<file path="src/verilog/clk_ctrl_pkg.sv">
// Package: register map, field layout and reset values of the clock-control slice
`default_nettype none
package clk_ctrl_pkg;
	localparam int ADDR_W = 8;
	localparam int DATA_W = 32;
	localparam int DIV_W = 5;
	localparam int SEL_W = 4;
	localparam int GATE_W = 14;

	// Register byte offsets
	localparam logic [ADDR_W-1:0] OFS_PCIE_APB_DIV = 8'h00;
	localparam logic [ADDR_W-1:0] OFS_CCIX_APB_SEL = 8'h04;
	localparam logic [ADDR_W-1:0] OFS_CCIX_APB_DIV = 8'h08;
	localparam logic [ADDR_W-1:0] OFS_CLOCK_GATES = 8'h0C;
	localparam logic [ADDR_W-1:0] OFS_PLL_WORD_A = 8'h10;
	localparam logic [ADDR_W-1:0] OFS_PLL_WORD_B = 8'h14;

	// Divider word fields
	localparam int DIV_SET_LSB = 0;
	localparam int DIV_APPLIED_LSB = 16;
	localparam logic [DIV_W-1:0] DIV_RESET = 5'h0B;

	// Source select word fields and codes
	localparam int SEL_SET_LSB = 0;
	localparam int SEL_APPLIED_LSB = 8;
	localparam logic [SEL_W-1:0] SEL_REFERENCE = 4'h1;
	localparam logic [SEL_W-1:0] SEL_SYSTEM_PLL = 4'h2;

	// Gate word: bit 3 reserved, all others reset to one
	localparam int GATE_CCIX_APB = 13;
	localparam int GATE_PCIE_APB = 11;
	localparam logic [GATE_W-1:0] GATE_WRITABLE = 14'h3FF7;
	localparam logic [GATE_W-1:0] GATE_RESET = 14'h3FF7;

	// PLL word A fields
	localparam int PLL_EN_BIT = 31;
	localparam int PLL_INDIV_LSB = 20;
	localparam int PLL_INDIV_W = 6;
	localparam int PLL_FEEDBACK_LSB = 8;
	localparam int PLL_FEEDBACK_W = 12;
	localparam int PLL_PASS_BIT = 0;
	localparam logic PLL_EN_RESET = 1'h1;
	localparam logic [PLL_INDIV_W-1:0] PLL_INDIV_RESET = 6'h01;
	localparam logic [PLL_FEEDBACK_W-1:0] PLL_FEEDBACK_RESET = 12'h030;
	localparam logic PLL_PASS_RESET = 1'h0;

	// PLL word B fields
	localparam int PLL_FRACTION_LSB = 0;
	localparam int PLL_FRACTION_W = 24;
	localparam int PLL_POST1_LSB = 24;
	localparam int PLL_POST2_LSB = 28;
	localparam int PLL_POST_W = 3;
	localparam logic [PLL_POST_W-1:0] PLL_POST_RESET = 3'h1;
	localparam logic [PLL_FRACTION_W-1:0] PLL_FRACTION_RESET = 24'h000000;

	typedef enum logic [1:0] {SW_RUN, SW_DRAIN, SW_PARK} switch_state_t;
endpackage : clk_ctrl_pkg
`default_nettype wire

</file>
<file path="src/verilog/clk_gen_if.sv">
// Interfaces: divider and source-switch connections inside the clock-control slice
`timescale 1ns/1ns
`default_nettype none
interface clk_div_if;
	import clk_ctrl_pkg::*;
	logic [DIV_W-1:0] setting;
	logic [DIV_W-1:0] applied;
	logic tick;
	modport ctrl (output setting, input applied, input tick);
	modport div (input setting, output applied, output tick);
endinterface : clk_div_if

interface clk_sel_if;
	import clk_ctrl_pkg::*;
	logic [SEL_W-1:0] setting;
	logic [SEL_W-1:0] applied;
	logic refTick;
	logic pllTick;
	logic outTick;
	modport ctrl (output setting, output refTick, output pllTick, input applied, input outTick);
	modport sw (input setting, input refTick, input pllTick, output applied, output outTick);
endinterface : clk_sel_if
`default_nettype wire

</file>
<file path="src/verilog/clk_tick_divider.sv">
// Module: divides the ref_clk cycle stream by setting plus one
`timescale 1ns/1ns
`default_nettype none
module clk_tick_divider (
	// Clock and reset
	input wire logic ref_clk,
	input wire logic resetn,
	// Divider connection
	clk_div_if.div divPort
);
	import clk_ctrl_pkg::*;

	logic [DIV_W-1:0] count_q;
	logic [DIV_W-1:0] applied_q;
	logic tick_q;
	logic wrap;

	assign wrap = (count_q == applied_q);
	assign divPort.applied = applied_q;
	assign divPort.tick = tick_q;

	always_ff @(posedge ref_clk or negedge resetn) begin
		if (!resetn) begin
			count_q <= '0;
			tick_q <= 1'b0;
		end else begin
			count_q <= wrap ? '0 : count_q + 1'b1;
			tick_q <= wrap;
		end
	end

	always_ff @(posedge ref_clk or negedge resetn) begin
		if (!resetn) begin
			applied_q <= DIV_RESET;
		end else if (wrap) begin
			applied_q <= divPort.setting;
		end
	end
endmodule : clk_tick_divider
`default_nettype wire

</file>
<file path="src/verilog/clk_source_switch.sv">
// Module: glitch-free two-way source switch with applied-source readback
`timescale 1ns/1ns
`default_nettype none
module clk_source_switch (
	// Clock and reset
	input wire logic ref_clk,
	input wire logic resetn,
	// Switch connection
	clk_sel_if.sw selPort
);
	import clk_ctrl_pkg::*;

	switch_state_t state_q;
	logic [SEL_W-1:0] applied_q;
	logic curTick;
	logic validSel;

	assign validSel = (selPort.setting == SEL_REFERENCE) || (selPort.setting == SEL_SYSTEM_PLL);
	assign curTick = (applied_q == SEL_REFERENCE) ? selPort.refTick : selPort.pllTick;
	// Parked cycle keeps both sources off the output
	assign selPort.outTick = (state_q != SW_PARK) && curTick;
	assign selPort.applied = applied_q;

	always_ff @(posedge ref_clk or negedge resetn) begin
		if (!resetn) begin
			state_q <= SW_RUN;
			applied_q <= SEL_SYSTEM_PLL;
		end else begin
			case (state_q)
				SW_RUN: begin
					if (validSel && selPort.setting != applied_q) begin
						state_q <= SW_DRAIN;
					end
				end
				SW_DRAIN: begin
					if (curTick) begin
						state_q <= SW_PARK;
					end
				end
				SW_PARK: begin
					if (validSel) begin
						applied_q <= selPort.setting;
					end
					state_q <= SW_RUN;
				end
				default: begin
					state_q <= SW_RUN;
				end
			endcase
		end
	end
endmodule : clk_source_switch
`default_nettype wire

</file>
<file path="src/verilog/clk_ctrl_regs.sv">
// Module: register slice for peripheral clock dividers, source select, gates and PLL word
//
// The plain strobed port and the register addresses were chosen for this implementation.
`timescale 1ns/1ns
`default_nettype none
module clk_ctrl_regs (
	// Clock and reset
	input wire logic ref_clk,
	input wire logic resetn,
	// Register port
	input wire logic [clk_ctrl_pkg::ADDR_W-1:0] regAddr,
	input wire logic [clk_ctrl_pkg::DATA_W-1:0] regWriteData,
	input wire logic regWrite,
	input wire logic regRead,
	output logic [clk_ctrl_pkg::DATA_W-1:0] regReadData,
	// Clock sources
	input wire logic referenceClockPin,
	input wire logic pllCoreTick,
	// Generated clock enables
	output logic pcieApbClockTick,
	output logic ccixApbClockTick,
	output logic processorClockTick,
	output logic [clk_ctrl_pkg::GATE_W-1:0] gateEnables,
	// PLL settings
	output logic pllGlobalEnable,
	output logic [clk_ctrl_pkg::PLL_INDIV_W-1:0] pllInputDivider,
	output logic [clk_ctrl_pkg::PLL_FEEDBACK_W-1:0] pllFeedbackDivider,
	output logic pllDirectPassthrough,
	output logic [clk_ctrl_pkg::PLL_FRACTION_W-1:0] pllFraction,
	output logic [clk_ctrl_pkg::PLL_POST_W-1:0] pllPostDivider1,
	output logic [clk_ctrl_pkg::PLL_POST_W-1:0] pllPostDivider2
);
	import clk_ctrl_pkg::*;

	// Divider word layout, shared by both divider registers
	function automatic logic [DATA_W-1:0] divWord(input logic [DIV_W-1:0] setting,
			input logic [DIV_W-1:0] applied);
		logic [DATA_W-1:0] w;
		w = '0;
		w[DIV_SET_LSB +: DIV_W] = setting;
		w[DIV_APPLIED_LSB +: DIV_W] = applied;
		return w;
	endfunction : divWord

	// Software-visible state
	logic [DIV_W-1:0] pcieDivSet_q;
	logic [DIV_W-1:0] ccixDivSet_q;
	logic [SEL_W-1:0] ccixSel_q;
	logic [GATE_W-1:0] gates_q;
	logic pll_global_enable_q;
	logic [PLL_INDIV_W-1:0] pllInDiv_q;
	logic [PLL_FEEDBACK_W-1:0] pllFbDiv_q;
	logic pllPass_q;
	logic [PLL_FRACTION_W-1:0] pllFraction_q;
	logic [PLL_POST_W-1:0] pllPost1_q;
	logic [PLL_POST_W-1:0] pllPost2_q;
	logic [DATA_W-1:0] readData_q;

	// Reference pin synchroniser and filter
	logic refSync1_q;
	logic refSync2_q;
	logic refSync3_q;
	logic refLevel_q;
	logic refTick_q;
	logic refAgree;
	logic refRise;

	// Address decode
	logic hitPcieDiv;
	logic hitCcixSel;
	logic hitCcixDiv;
	logic hitGates;
	logic hitPllA;
	logic hitPllB;
	logic [DATA_W-1:0] readWord;

	assign hitPcieDiv = (regAddr == OFS_PCIE_APB_DIV);
	assign hitCcixSel = (regAddr == OFS_CCIX_APB_SEL);
	assign hitCcixDiv = (regAddr == OFS_CCIX_APB_DIV);
	assign hitGates = (regAddr == OFS_CLOCK_GATES);
	assign hitPllA = (regAddr == OFS_PLL_WORD_A);
	assign hitPllB = (regAddr == OFS_PLL_WORD_B);

	// Write strobes per register
	logic wrPcieDiv;
	logic wrCcixSel;
	logic wrCcixDiv;
	logic wrGates;
	logic wrPllA;
	logic wrPllB;

	assign wrPcieDiv = regWrite && hitPcieDiv;
	assign wrCcixSel = regWrite && hitCcixSel;
	assign wrCcixDiv = regWrite && hitCcixDiv;
	assign wrGates = regWrite && hitGates;
	assign wrPllA = regWrite && hitPllA;
	assign wrPllB = regWrite && hitPllB;

	// Generated clock sub-blocks
	clk_div_if pcieDiv ();
	clk_div_if ccixDiv ();
	clk_sel_if ccixSel ();

	assign pcieDiv.setting = pcieDivSet_q;
	assign ccixDiv.setting = ccixDivSet_q;
	assign ccixSel.setting = ccixSel_q;
	assign ccixSel.refTick = refTick_q;
	assign ccixSel.pllTick = ccixDiv.tick;

	clk_tick_divider pcieDivider (
		.ref_clk(ref_clk),
		.resetn(resetn),
		.divPort(pcieDiv)
	);

	clk_tick_divider ccixDivider (
		.ref_clk(ref_clk),
		.resetn(resetn),
		.divPort(ccixDiv)
	);

	clk_source_switch ccixSwitch (
		.ref_clk(ref_clk),
		.resetn(resetn),
		.selPort(ccixSel)
	);

	// Read mux; unmapped and reserved bits read zero
	always_comb begin
		readWord = '0;
		if (hitPcieDiv) begin
			readWord = divWord(pcieDivSet_q, pcieDiv.applied);
		end else if (hitCcixDiv) begin
			readWord = divWord(ccixDivSet_q, ccixDiv.applied);
		end else if (hitCcixSel) begin
			readWord[SEL_SET_LSB +: SEL_W] = ccixSel_q;
			readWord[SEL_APPLIED_LSB +: SEL_W] = ccixSel.applied;
		end else if (hitGates) begin
			readWord[GATE_W-1:0] = gates_q;
		end else if (hitPllA) begin
			readWord[PLL_EN_BIT] = pll_global_enable_q;
			readWord[PLL_INDIV_LSB +: PLL_INDIV_W] = pllInDiv_q;
			readWord[PLL_FEEDBACK_LSB +: PLL_FEEDBACK_W] = pllFbDiv_q;
			readWord[PLL_PASS_BIT] = pllPass_q;
		end else if (hitPllB) begin
			readWord[PLL_FRACTION_LSB +: PLL_FRACTION_W] = pllFraction_q;
			readWord[PLL_POST1_LSB +: PLL_POST_W] = pllPost1_q;
			readWord[PLL_POST2_LSB +: PLL_POST_W] = pllPost2_q;
		end
	end

	// Read data valid only in the cycle after the strobe
	logic [DATA_W-1:0] readData_d;
	assign readData_d = regRead ? readWord : '0;

	always_ff @(posedge ref_clk or negedge resetn) begin
		if (!resetn) begin
			readData_q <= '0;
		end else begin
			readData_q <= readData_d;
		end
	end

	always_ff @(posedge ref_clk or negedge resetn) begin
		if (!resetn) begin
			pcieDivSet_q <= DIV_RESET;
			ccixDivSet_q <= DIV_RESET;
		end else begin
			if (wrPcieDiv) begin
				pcieDivSet_q <= regWriteData[DIV_SET_LSB +: DIV_W];
			end
			if (wrCcixDiv) begin
				ccixDivSet_q <= regWriteData[DIV_SET_LSB +: DIV_W];
			end
		end
	end

	always_ff @(posedge ref_clk or negedge resetn) begin
		if (!resetn) begin
			ccixSel_q <= SEL_SYSTEM_PLL;
		end else if (wrCcixSel) begin
			ccixSel_q <= regWriteData[SEL_SET_LSB +: SEL_W];
		end
	end

	// gate enables, bit 3 held zero
	always_ff @(posedge ref_clk or negedge resetn) begin
		if (!resetn) begin
			gates_q <= GATE_RESET;
		end else if (wrGates) begin
			gates_q <= regWriteData[GATE_W-1:0] & GATE_WRITABLE;
		end
	end

	always_ff @(posedge ref_clk or negedge resetn) begin
		if (!resetn) begin
			pll_global_enable_q <= PLL_EN_RESET;
			pllInDiv_q <= PLL_INDIV_RESET;
			pllFbDiv_q <= PLL_FEEDBACK_RESET;
			pllPass_q <= PLL_PASS_RESET;
		end else if (wrPllA) begin
			pll_global_enable_q <= regWriteData[PLL_EN_BIT];
			pllInDiv_q <= regWriteData[PLL_INDIV_LSB +: PLL_INDIV_W];
			pllFbDiv_q <= regWriteData[PLL_FEEDBACK_LSB +: PLL_FEEDBACK_W];
			pllPass_q <= regWriteData[PLL_PASS_BIT];
		end
	end

	always_ff @(posedge ref_clk or negedge resetn) begin
		if (!resetn) begin
			pllFraction_q <= PLL_FRACTION_RESET;
			pllPost1_q <= PLL_POST_RESET;
			pllPost2_q <= PLL_POST_RESET;
		end else if (wrPllB) begin
			pllFraction_q <= regWriteData[PLL_FRACTION_LSB +: PLL_FRACTION_W];
			pllPost1_q <= regWriteData[PLL_POST1_LSB +: PLL_POST_W];
			pllPost2_q <= regWriteData[PLL_POST2_LSB +: PLL_POST_W];
		end
	end

	// Reference pin: three stages, level accepted when stages two and three agree
	always_ff @(posedge ref_clk or negedge resetn) begin
		if (!resetn) begin
			refSync1_q <= 1'b0;
			refSync2_q <= 1'b0;
			refSync3_q <= 1'b0;
		end else begin
			refSync1_q <= referenceClockPin;
			refSync2_q <= refSync1_q;
			refSync3_q <= refSync2_q;
		end
	end

	always_ff @(posedge ref_clk or negedge resetn) begin
		if (!resetn) begin
			refLevel_q <= 1'b0;
			refTick_q <= 1'b0;
		end else begin
			if (refAgree) begin
				refLevel_q <= refSync2_q;
			end
			refTick_q <= refRise;
		end
	end

	// Accepted reference level and its rising edge
	assign refAgree = (refSync2_q == refSync3_q);
	assign refRise = refAgree && refSync2_q && !refLevel_q;

	// reserved bits ignored via field-only writes, gate bit 3 via the GATE_WRITABLE mask
	assign regReadData = readData_q;
	assign gateEnables = gates_q;

	// Gate bits of the PCIe and CCIX APB clocks made here; the processor clock has none
	logic pcieGateOn;
	logic ccixGateOn;
	assign pcieGateOn = gates_q[GATE_PCIE_APB];
	assign ccixGateOn = gates_q[GATE_CCIX_APB];

	assign pcieApbClockTick = pcieDiv.tick && pcieGateOn;
	assign ccixApbClockTick = ccixSel.outTick && ccixGateOn;

	// enable holds back the PLL output
	logic pllGatedTick;
	assign pllGatedTick = pll_global_enable_q && pllCoreTick;

	assign processorClockTick = pllPass_q ? refTick_q : pllGatedTick;

	assign pllGlobalEnable = pll_global_enable_q;
	assign pllInputDivider = pllInDiv_q;
	assign pllFeedbackDivider = pllFbDiv_q;
	assign pllDirectPassthrough = pllPass_q;
	assign pllFraction = pllFraction_q;
	assign pllPostDivider1 = pllPost1_q;
	assign pllPostDivider2 = pllPost2_q;
endmodule : clk_ctrl_regs
`default_nettype wire

</file>
<file path="config.mk">
export PLATFORM = sky130hd
export DESIGN_NAME = clk_ctrl_regs
export DESIGN_NICKNAME = d
export VERILOG_FILES = /design/src/verilog/clk_ctrl_pkg.sv /design/src/verilog/clk_gen_if.sv /design/src/verilog/clk_tick_divider.sv /design/src/verilog/clk_source_switch.sv /design/src/verilog/clk_ctrl_regs.sv
export SDC_FILE = /design/constraint.sdc
export NUM_CORES = 1
export LEC_CHECK = 0
export CAP_MARGIN = 0
export CORE_UTILIZATION = 63
export CTS_CLUSTER_SIZE = 40
export DETAILED_ROUTE_END_ITERATION = 16
export DONT_BUFFER_PORTS = 1
export PLACE_DENSITY = 0.85
export SETUP_SLACK_MARGIN = 0.15
export SYNTH_ARGS = -nofsm -noshare
export SYNTH_HDL_FRONTEND = slang
export SYNTH_SLANG_ARGS = --single-unit
</file>
<file path="constraint.sdc">
create_clock -name ref_clk -period 2.6 [get_ports ref_clk]
set_clock_uncertainty 0.05 [all_clocks]
set_input_delay 0.13 -clock ref_clk [delete_from_list [all_inputs] [get_ports ref_clk]]
set_output_delay 0.13 -clock ref_clk [all_outputs]
set_load 0.05 [all_outputs]
</file>
Word-level counts from Yosys, hierarchy flattened

Cells that the tools add are included.

$add $sub $neg: 2
$mul: 0
Divide/modulo/power cells: 0
Order comparisons: 0
Equality and inequality tests: 17
Shift-type cells: 0
Mux-type cells: 27
Bitwise operators: 0
Reductions and logical operators: 19

Operators with widths:

| kind                                                                     | count |
|---|---|
| 32-bit 2-to-1 mux                                                        | 2 |
| 27-bit 2-to-1 mux                                                        | 2 |
| 4-bit 2-to-1 mux                                                         | 6 |
| 18-bit 2-to-1 mux                                                        | 1 |
| 8-bit by 4-bit equality test with 1-bit output (second input constant)   | 2 |
| 8-bit by 5-bit equality test with 1-bit output (second input constant)   | 2 |
| 15-bit 2-to-1 mux                                                        | 1 |
| 14-bit 2-to-1 mux                                                        | 1 |
| 1-bit logical AND                                                        | 13 |
| 13-bit 2-to-1 mux                                                        | 1 |
| 5-bit by 1-bit adder with 5-bit output (second input constant)           | 2 |
| 5-bit equality test                                                      | 2 |
| 5-bit 2-to-1 mux                                                         | 2 |
| 4-bit by 1-bit equality test with 1-bit output (second input constant)   | 2 |
| 8-bit by 3-bit equality test with 1-bit output (second input constant)   | 1 |
| 8-bit zero test                                                          | 1 |
| 7-bit 2-to-1 mux                                                         | 1 |
| 3-bit 2-to-1 mux                                                         | 2 |
| 1-bit 2-to-1 mux                                                         | 5 |
| 4-bit by 2-bit equality test with 1-bit output (second input constant)   | 1 |
| 2-bit 2-to-1 mux                                                         | 2 |
| 2-bit by 1-bit inequality test with 1-bit output (second input constant) | 2 |
| 4-bit inequality test                                                    | 1 |
| 2-bit case mux with 2 select lines                                       | 1 |
| other kinds (8)                                                          | 9 |

Flip-flop bits (word level): 142
Latch bits: 0
RAM bits: 0
ROM bits: 0
Output and inout port bits: 99
Memories kept: 0

Longest topological paths before layout

Depth in word-level cells: 8
Gate-level depth with buffers: 6
Mapped depth without buffers: 4

By module

From an unflattened synthesis, not the netlist that was laid out.

Cells, all modules: 448
Area, all modules: 6,130.9 µm²

By module, submodules not included:

| module            | instances | cells an instance | area each (µm²) | seq. area each (µm²) |
|---|---|---|---|---|
| clk_ctrl_regs     | 1         | 346               | 4,850.9         | 2,860.2 |
| clk_tick_divider  | 2         | 38                | 489.2           | 279.0 |
| clk_source_switch | 1         | 26                | 301.5           | 151.4 |

Least setup slack after synthesis

OpenSTA, ideal clock, no wires.

Path type: reg-to-output
Start point: register pll_global_enable_q (netlist: pllGlobalEnable)
End point: output processorClockTick
Arrival time: 1,857 ps
Slack: 563 ps
Stages on the path, launching flop included: 3
Cell sequence: dfstp_2 -> nand2_1 -> o21ai_0

Word-level cells in the longest chain between the ends: 2

Ends and longest elaborated chain:

| element                | RTL line             | RTL |
|---|---|---|
| start, declared        | clk_ctrl_regs.sv:50  | `logic pll_global_enable_q;` |
| start signal, assigned | clk_ctrl_regs.sv:202 | `pll_global_enable_q <= regWriteData[PLL_EN_BIT];` |
| 1-bit logical AND      | clk_ctrl_regs.sv:265 | `assign pllGatedTick = pll_global_enable_q && pllCoreTick;` |
| 1-bit 2-to-1 mux       | clk_ctrl_regs.sv:267 | `assign processorClockTick = pllPass_q ? refTick_q : pllGatedTick;` |
| end, declared          | clk_ctrl_regs.sv:22  | `output logic processorClockTick,` |

No other way between the ends.

Worst setup path in the final report

Start point: input regAddr[7] (netlist name)
End point: register readData_q[8] (netlist: regReadData[8])

Word-level cells in the longest chain between the ends: 8
Elaborated cells on any way between the ends: 13
Classes of those cells: 5 x eq/ne; 7 x mux; 1 x reduce/logical

Ends and longest elaborated chain:

| element                                        | RTL line             | RTL |
|---|---|---|
| start, declared                                | clk_ctrl_regs.sv:11  | `input wire logic [clk_ctrl_pkg::ADDR_W-1:0] regAddr,` |
| 8-bit by 5-bit equality test with 1-bit output | clk_ctrl_regs.sv:82  | `assign hitPllB = (regAddr == OFS_PLL_WORD_B);` |
| 27-bit 2-to-1 mux                              | clk_ctrl_regs.sv:145 | `end else if (hitPllB) begin` |
| 18-bit 2-to-1 mux                              | clk_ctrl_regs.sv:140 | `end else if (hitPllA) begin` |
| 14-bit 2-to-1 mux                              | clk_ctrl_regs.sv:138 | `end else if (hitGates) begin` |
| 4-bit 2-to-1 mux                               | clk_ctrl_regs.sv:135 | `end else if (hitCcixSel) begin` |
| 27-bit 2-to-1 mux                              | clk_ctrl_regs.sv:133 | `end else if (hitCcixDiv) begin` |
| 32-bit 2-to-1 mux (*)                          | clk_ctrl_regs.sv:131 | `if (hitPcieDiv) begin` |
| 32-bit 2-to-1 mux (*)                          | clk_ctrl_regs.sv:154 | `assign readData_d = regRead ? readWord : '0;` |
| net readData_d[8]                              | clk_ctrl_regs.sv:153 | `logic [DATA_W-1:0] readData_d;` |
| end signal, assigned                           | clk_ctrl_regs.sv:160 | `readData_q <= readData_d;` |
| end, declared                                  | clk_ctrl_regs.sv:57  | `logic [DATA_W-1:0] readData_q;` |

Mark *: on every way through the listed nets, which the timed path passes. The rest lies on a longest branch.
A chain may end at the register's enable or synchronous reset.

==> reports/results.txt <==
chip height - 100 um
Starting Density - 0.652
sequential area share after synthesis - 0.590
Design Power - 6.49 mW
Setup violations, final - 0
Die Span X - 100 um
core area - 9280 sq um
CP Max Fanout - 4
Max-slew headroom - 0.358
first-pass GRT wire length - 24400 um
worst hold slack - -0.750 ns
routability-driven placement congestion ratio - 0.852
Unique masters post-synth - 45
Clk Latency, worst-skew pair - 0.52 ns
critical path's most frequent cell - dlygate4sd3_1
crit path cell chain - dlygate4sd3_1 > or4_4 > nor4b_4 > dlygate4sd3_1 > nand2_1 > a221oi_1
Synth warnings - 0
Design Area, Final - 7350 sq um
commonest non-fill, non-tap cell in the layout - dfrtp_1
crit path time final - 2.37 ns
cell area power density - 882 nW/um^2
max incr delay on CP - 0.66 ns
ys async rst share - 1.00
RSZ-0062 raised after global routing - yes
Critical Path Sink Type - flop
Max VDD drop - 566 uV
Worst-Margin Slew - 0.959 ns
vias in the first global route - 4484
Util after Layout - 0.792
largest net degree at the start of global routing - 142
Critical Path RT - 2.94 ns
n_diodes - 0
Final Non-Filler Cells - 664
hold crit path type - in2async
Static Leakage - 3.37 nW
total gr overflow - 0
Area Growth Syn to Fin - 21.4%
CTS Buffer Depth - 2
failing checks - negative hold slack
post-place setup slack - 0.506 ns
# clock sinks - 141
total track usage - 0.328
Max Cap Viol - 0
TritonRoute pass-1 iters - 6
Worst setup SP type - input port
setup TNS - 0 ns
# rows - 35
WL/cell - 23.3 um
drt total wl - 15500 um
fillers - 503
Multi-input gate area - 2310 sq um
Post-synth EDFFs - 0
final slew viol count - 0
status - complete, but fails checks
Sequential Area - 3570 sq um
detailed-route DRC error count - 0
Yosys reg bits - 141
CTS clock-pin slew for the worst setup and hold paths - 0.06 ns
Final nets - 571
placed insts - 582
TritonCTS Buffers - 17
CTS Root Cell - clkbuf_8
syn_area_per_cell - 13.0 sq um
PortBufs - 0
initial antenna violation count - 0
Vias per Instance - 6.31
Hold Fails Final Rpt - 141
share of layout cells above drive strength 1 - 0.323
I/O pin total - 145
H-tree depth - 4
final worst slack - 0.230 ns
critical path type - in2reg
mapped cell area - 6050 sq um
hold_buf cts - 48
number of routed nets with antenna violations - 0
via count - 4193
Synth Flop Type - dfrtp_1
R2R setup slack - 0.32 ns
drt first-iter violations - 256
Post-DP Area - 6180 sq um
R2R depth - 5
full die area - 10000 sq um
CTS tree - done
Critical Path AT - 2.71 ns
most frequent cells in the layout - dfrtp_1, mux2_2, dlygate4sd3_1, nor2_1, dfstp_2
synthesized instance count - 465
HPWL after detailed placement - 8920 um
Peak Freq - 0.422 GHz
highest-delay cell along the critical path - dlygate4sd3_1
period utilization - 0.912
-- cells by family after synthesis --
group / Yosys count / synth area share
simple gates: 114 / 0.103
fa+ha+maj: 3 / 0.00620
compound gates: 48 / 0.0560
mux: 102 / 0.187
other cells: 1 / 0.000619
buf+inv: 37 / 0.0300
xor+xnor: 19 / 0.0275
flops: 141 / 0.590
-- area by class of cell --
class	instances	share of cell area
flip-flops and latches	141	0.486
multi-input cells	288	0.314
repair buffers	60	0.0810
clock buffers	20	0.0620
clock inverters	12	0.0283
well taps	129	0.0220
inverters	14	0.00715
-- critical path, delay by kind of cell --
| family | cells | cell delay (ns) |
|---|---|---|
| AOI/OAI and AO/OA | 1 | 0.36 |
| and+or+nand+nor | 3 | 0.98 |
| buffers and inverters | 2 | 1.23 |
-- sequential cells by signal, indices dropped and copies added, names as in the netlist, 2 cells and up --
| register | count |
|---|---|
| ccixDiv.setting | 5 |
| ccixDivider.count_q | 5 |
| ccixDivider.divPort.applied | 5 |
| ccixSel.setting | 4 |
| ccixSwitch.selPort.applied | 4 |
| ccixSwitch.state_q | 2 |
| gateEnables | 13 |
| pcieDiv.setting | 5 |
| pcieDivider.count_q | 5 |
| pcieDivider.divPort.applied | 5 |
| pllFeedbackDivider | 12 |
| pllFraction | 24 |
| pllInputDivider | 6 |
| pllPostDivider1 | 3 |
| pllPostDivider2 | 3 |
| regReadData | 31 |
-- path summary, 6_finish.rpt --
check                                       start                 end
max reg2reg                pllFeedbackDivider[11]     regReadData[19]
max                                    regAddr[7]      regReadData[8]
min reg2reg                            refSync1_q          refSync2_q
max in group asynchronous                  resetn  pllPostDivider1[0]
min in group ref_clk                   regAddr[4]     regReadData[30]
min                                        resetn     ccixSel.refTick
-- per-layer routing --
layer	routed length [um]	part of all wire	vias up	global-route usage
met1	5930	0.38	2097	0.393
met4	605	0.039	0	0.146
li1	-	-	1772	-
met5	0	0	-	0
met2	7560	0.49	257	0.544
met3	1370	0.088	67	0.111
-- synthesized netlist by cell type (5+ instances only) --
cell type	number	area (sq um)
a21oi_1	14	70.1
nand2_1	16	60.1
a221oi_1	5	43.8
a2111oi_0	5	43.8
xor2_1	8	70.1
nor3_1	10	50.1
nor2b_1	10	62.6
mux2i_1	11	110
and3_1	7	43.8
inv_1	14	52.6
dfrtp_1	108	2700
dfstp_2	33	867
clkbuf_1	10	37.5
nand3_1	10	50.1
xnor2_1	11	96.3
nor2_1	38	143
o21ai_0	5	25.0
a311oi_1	5	43.8
mux2_2	89	1000
-- power breakdown --
part	internal (mW)	total, mW	leakage, nW	switching [mW]
Combinational	0.480	0.938	1.24	0.458
Sequential	2.46	2.87	1.82	0.404
Clock	1.74	2.68	0.314	0.939
Total	4.68	6.49	3.37	1.80
-- timing repair --
action,4_1_cts,5_1_grt
endpoints found under the setup margin,0,3
hold endpoints to repair,250,141
buffers inserted,0,2
gates resized for setup,0,1
No activity file was read; power rests on OpenSTA's default activity.
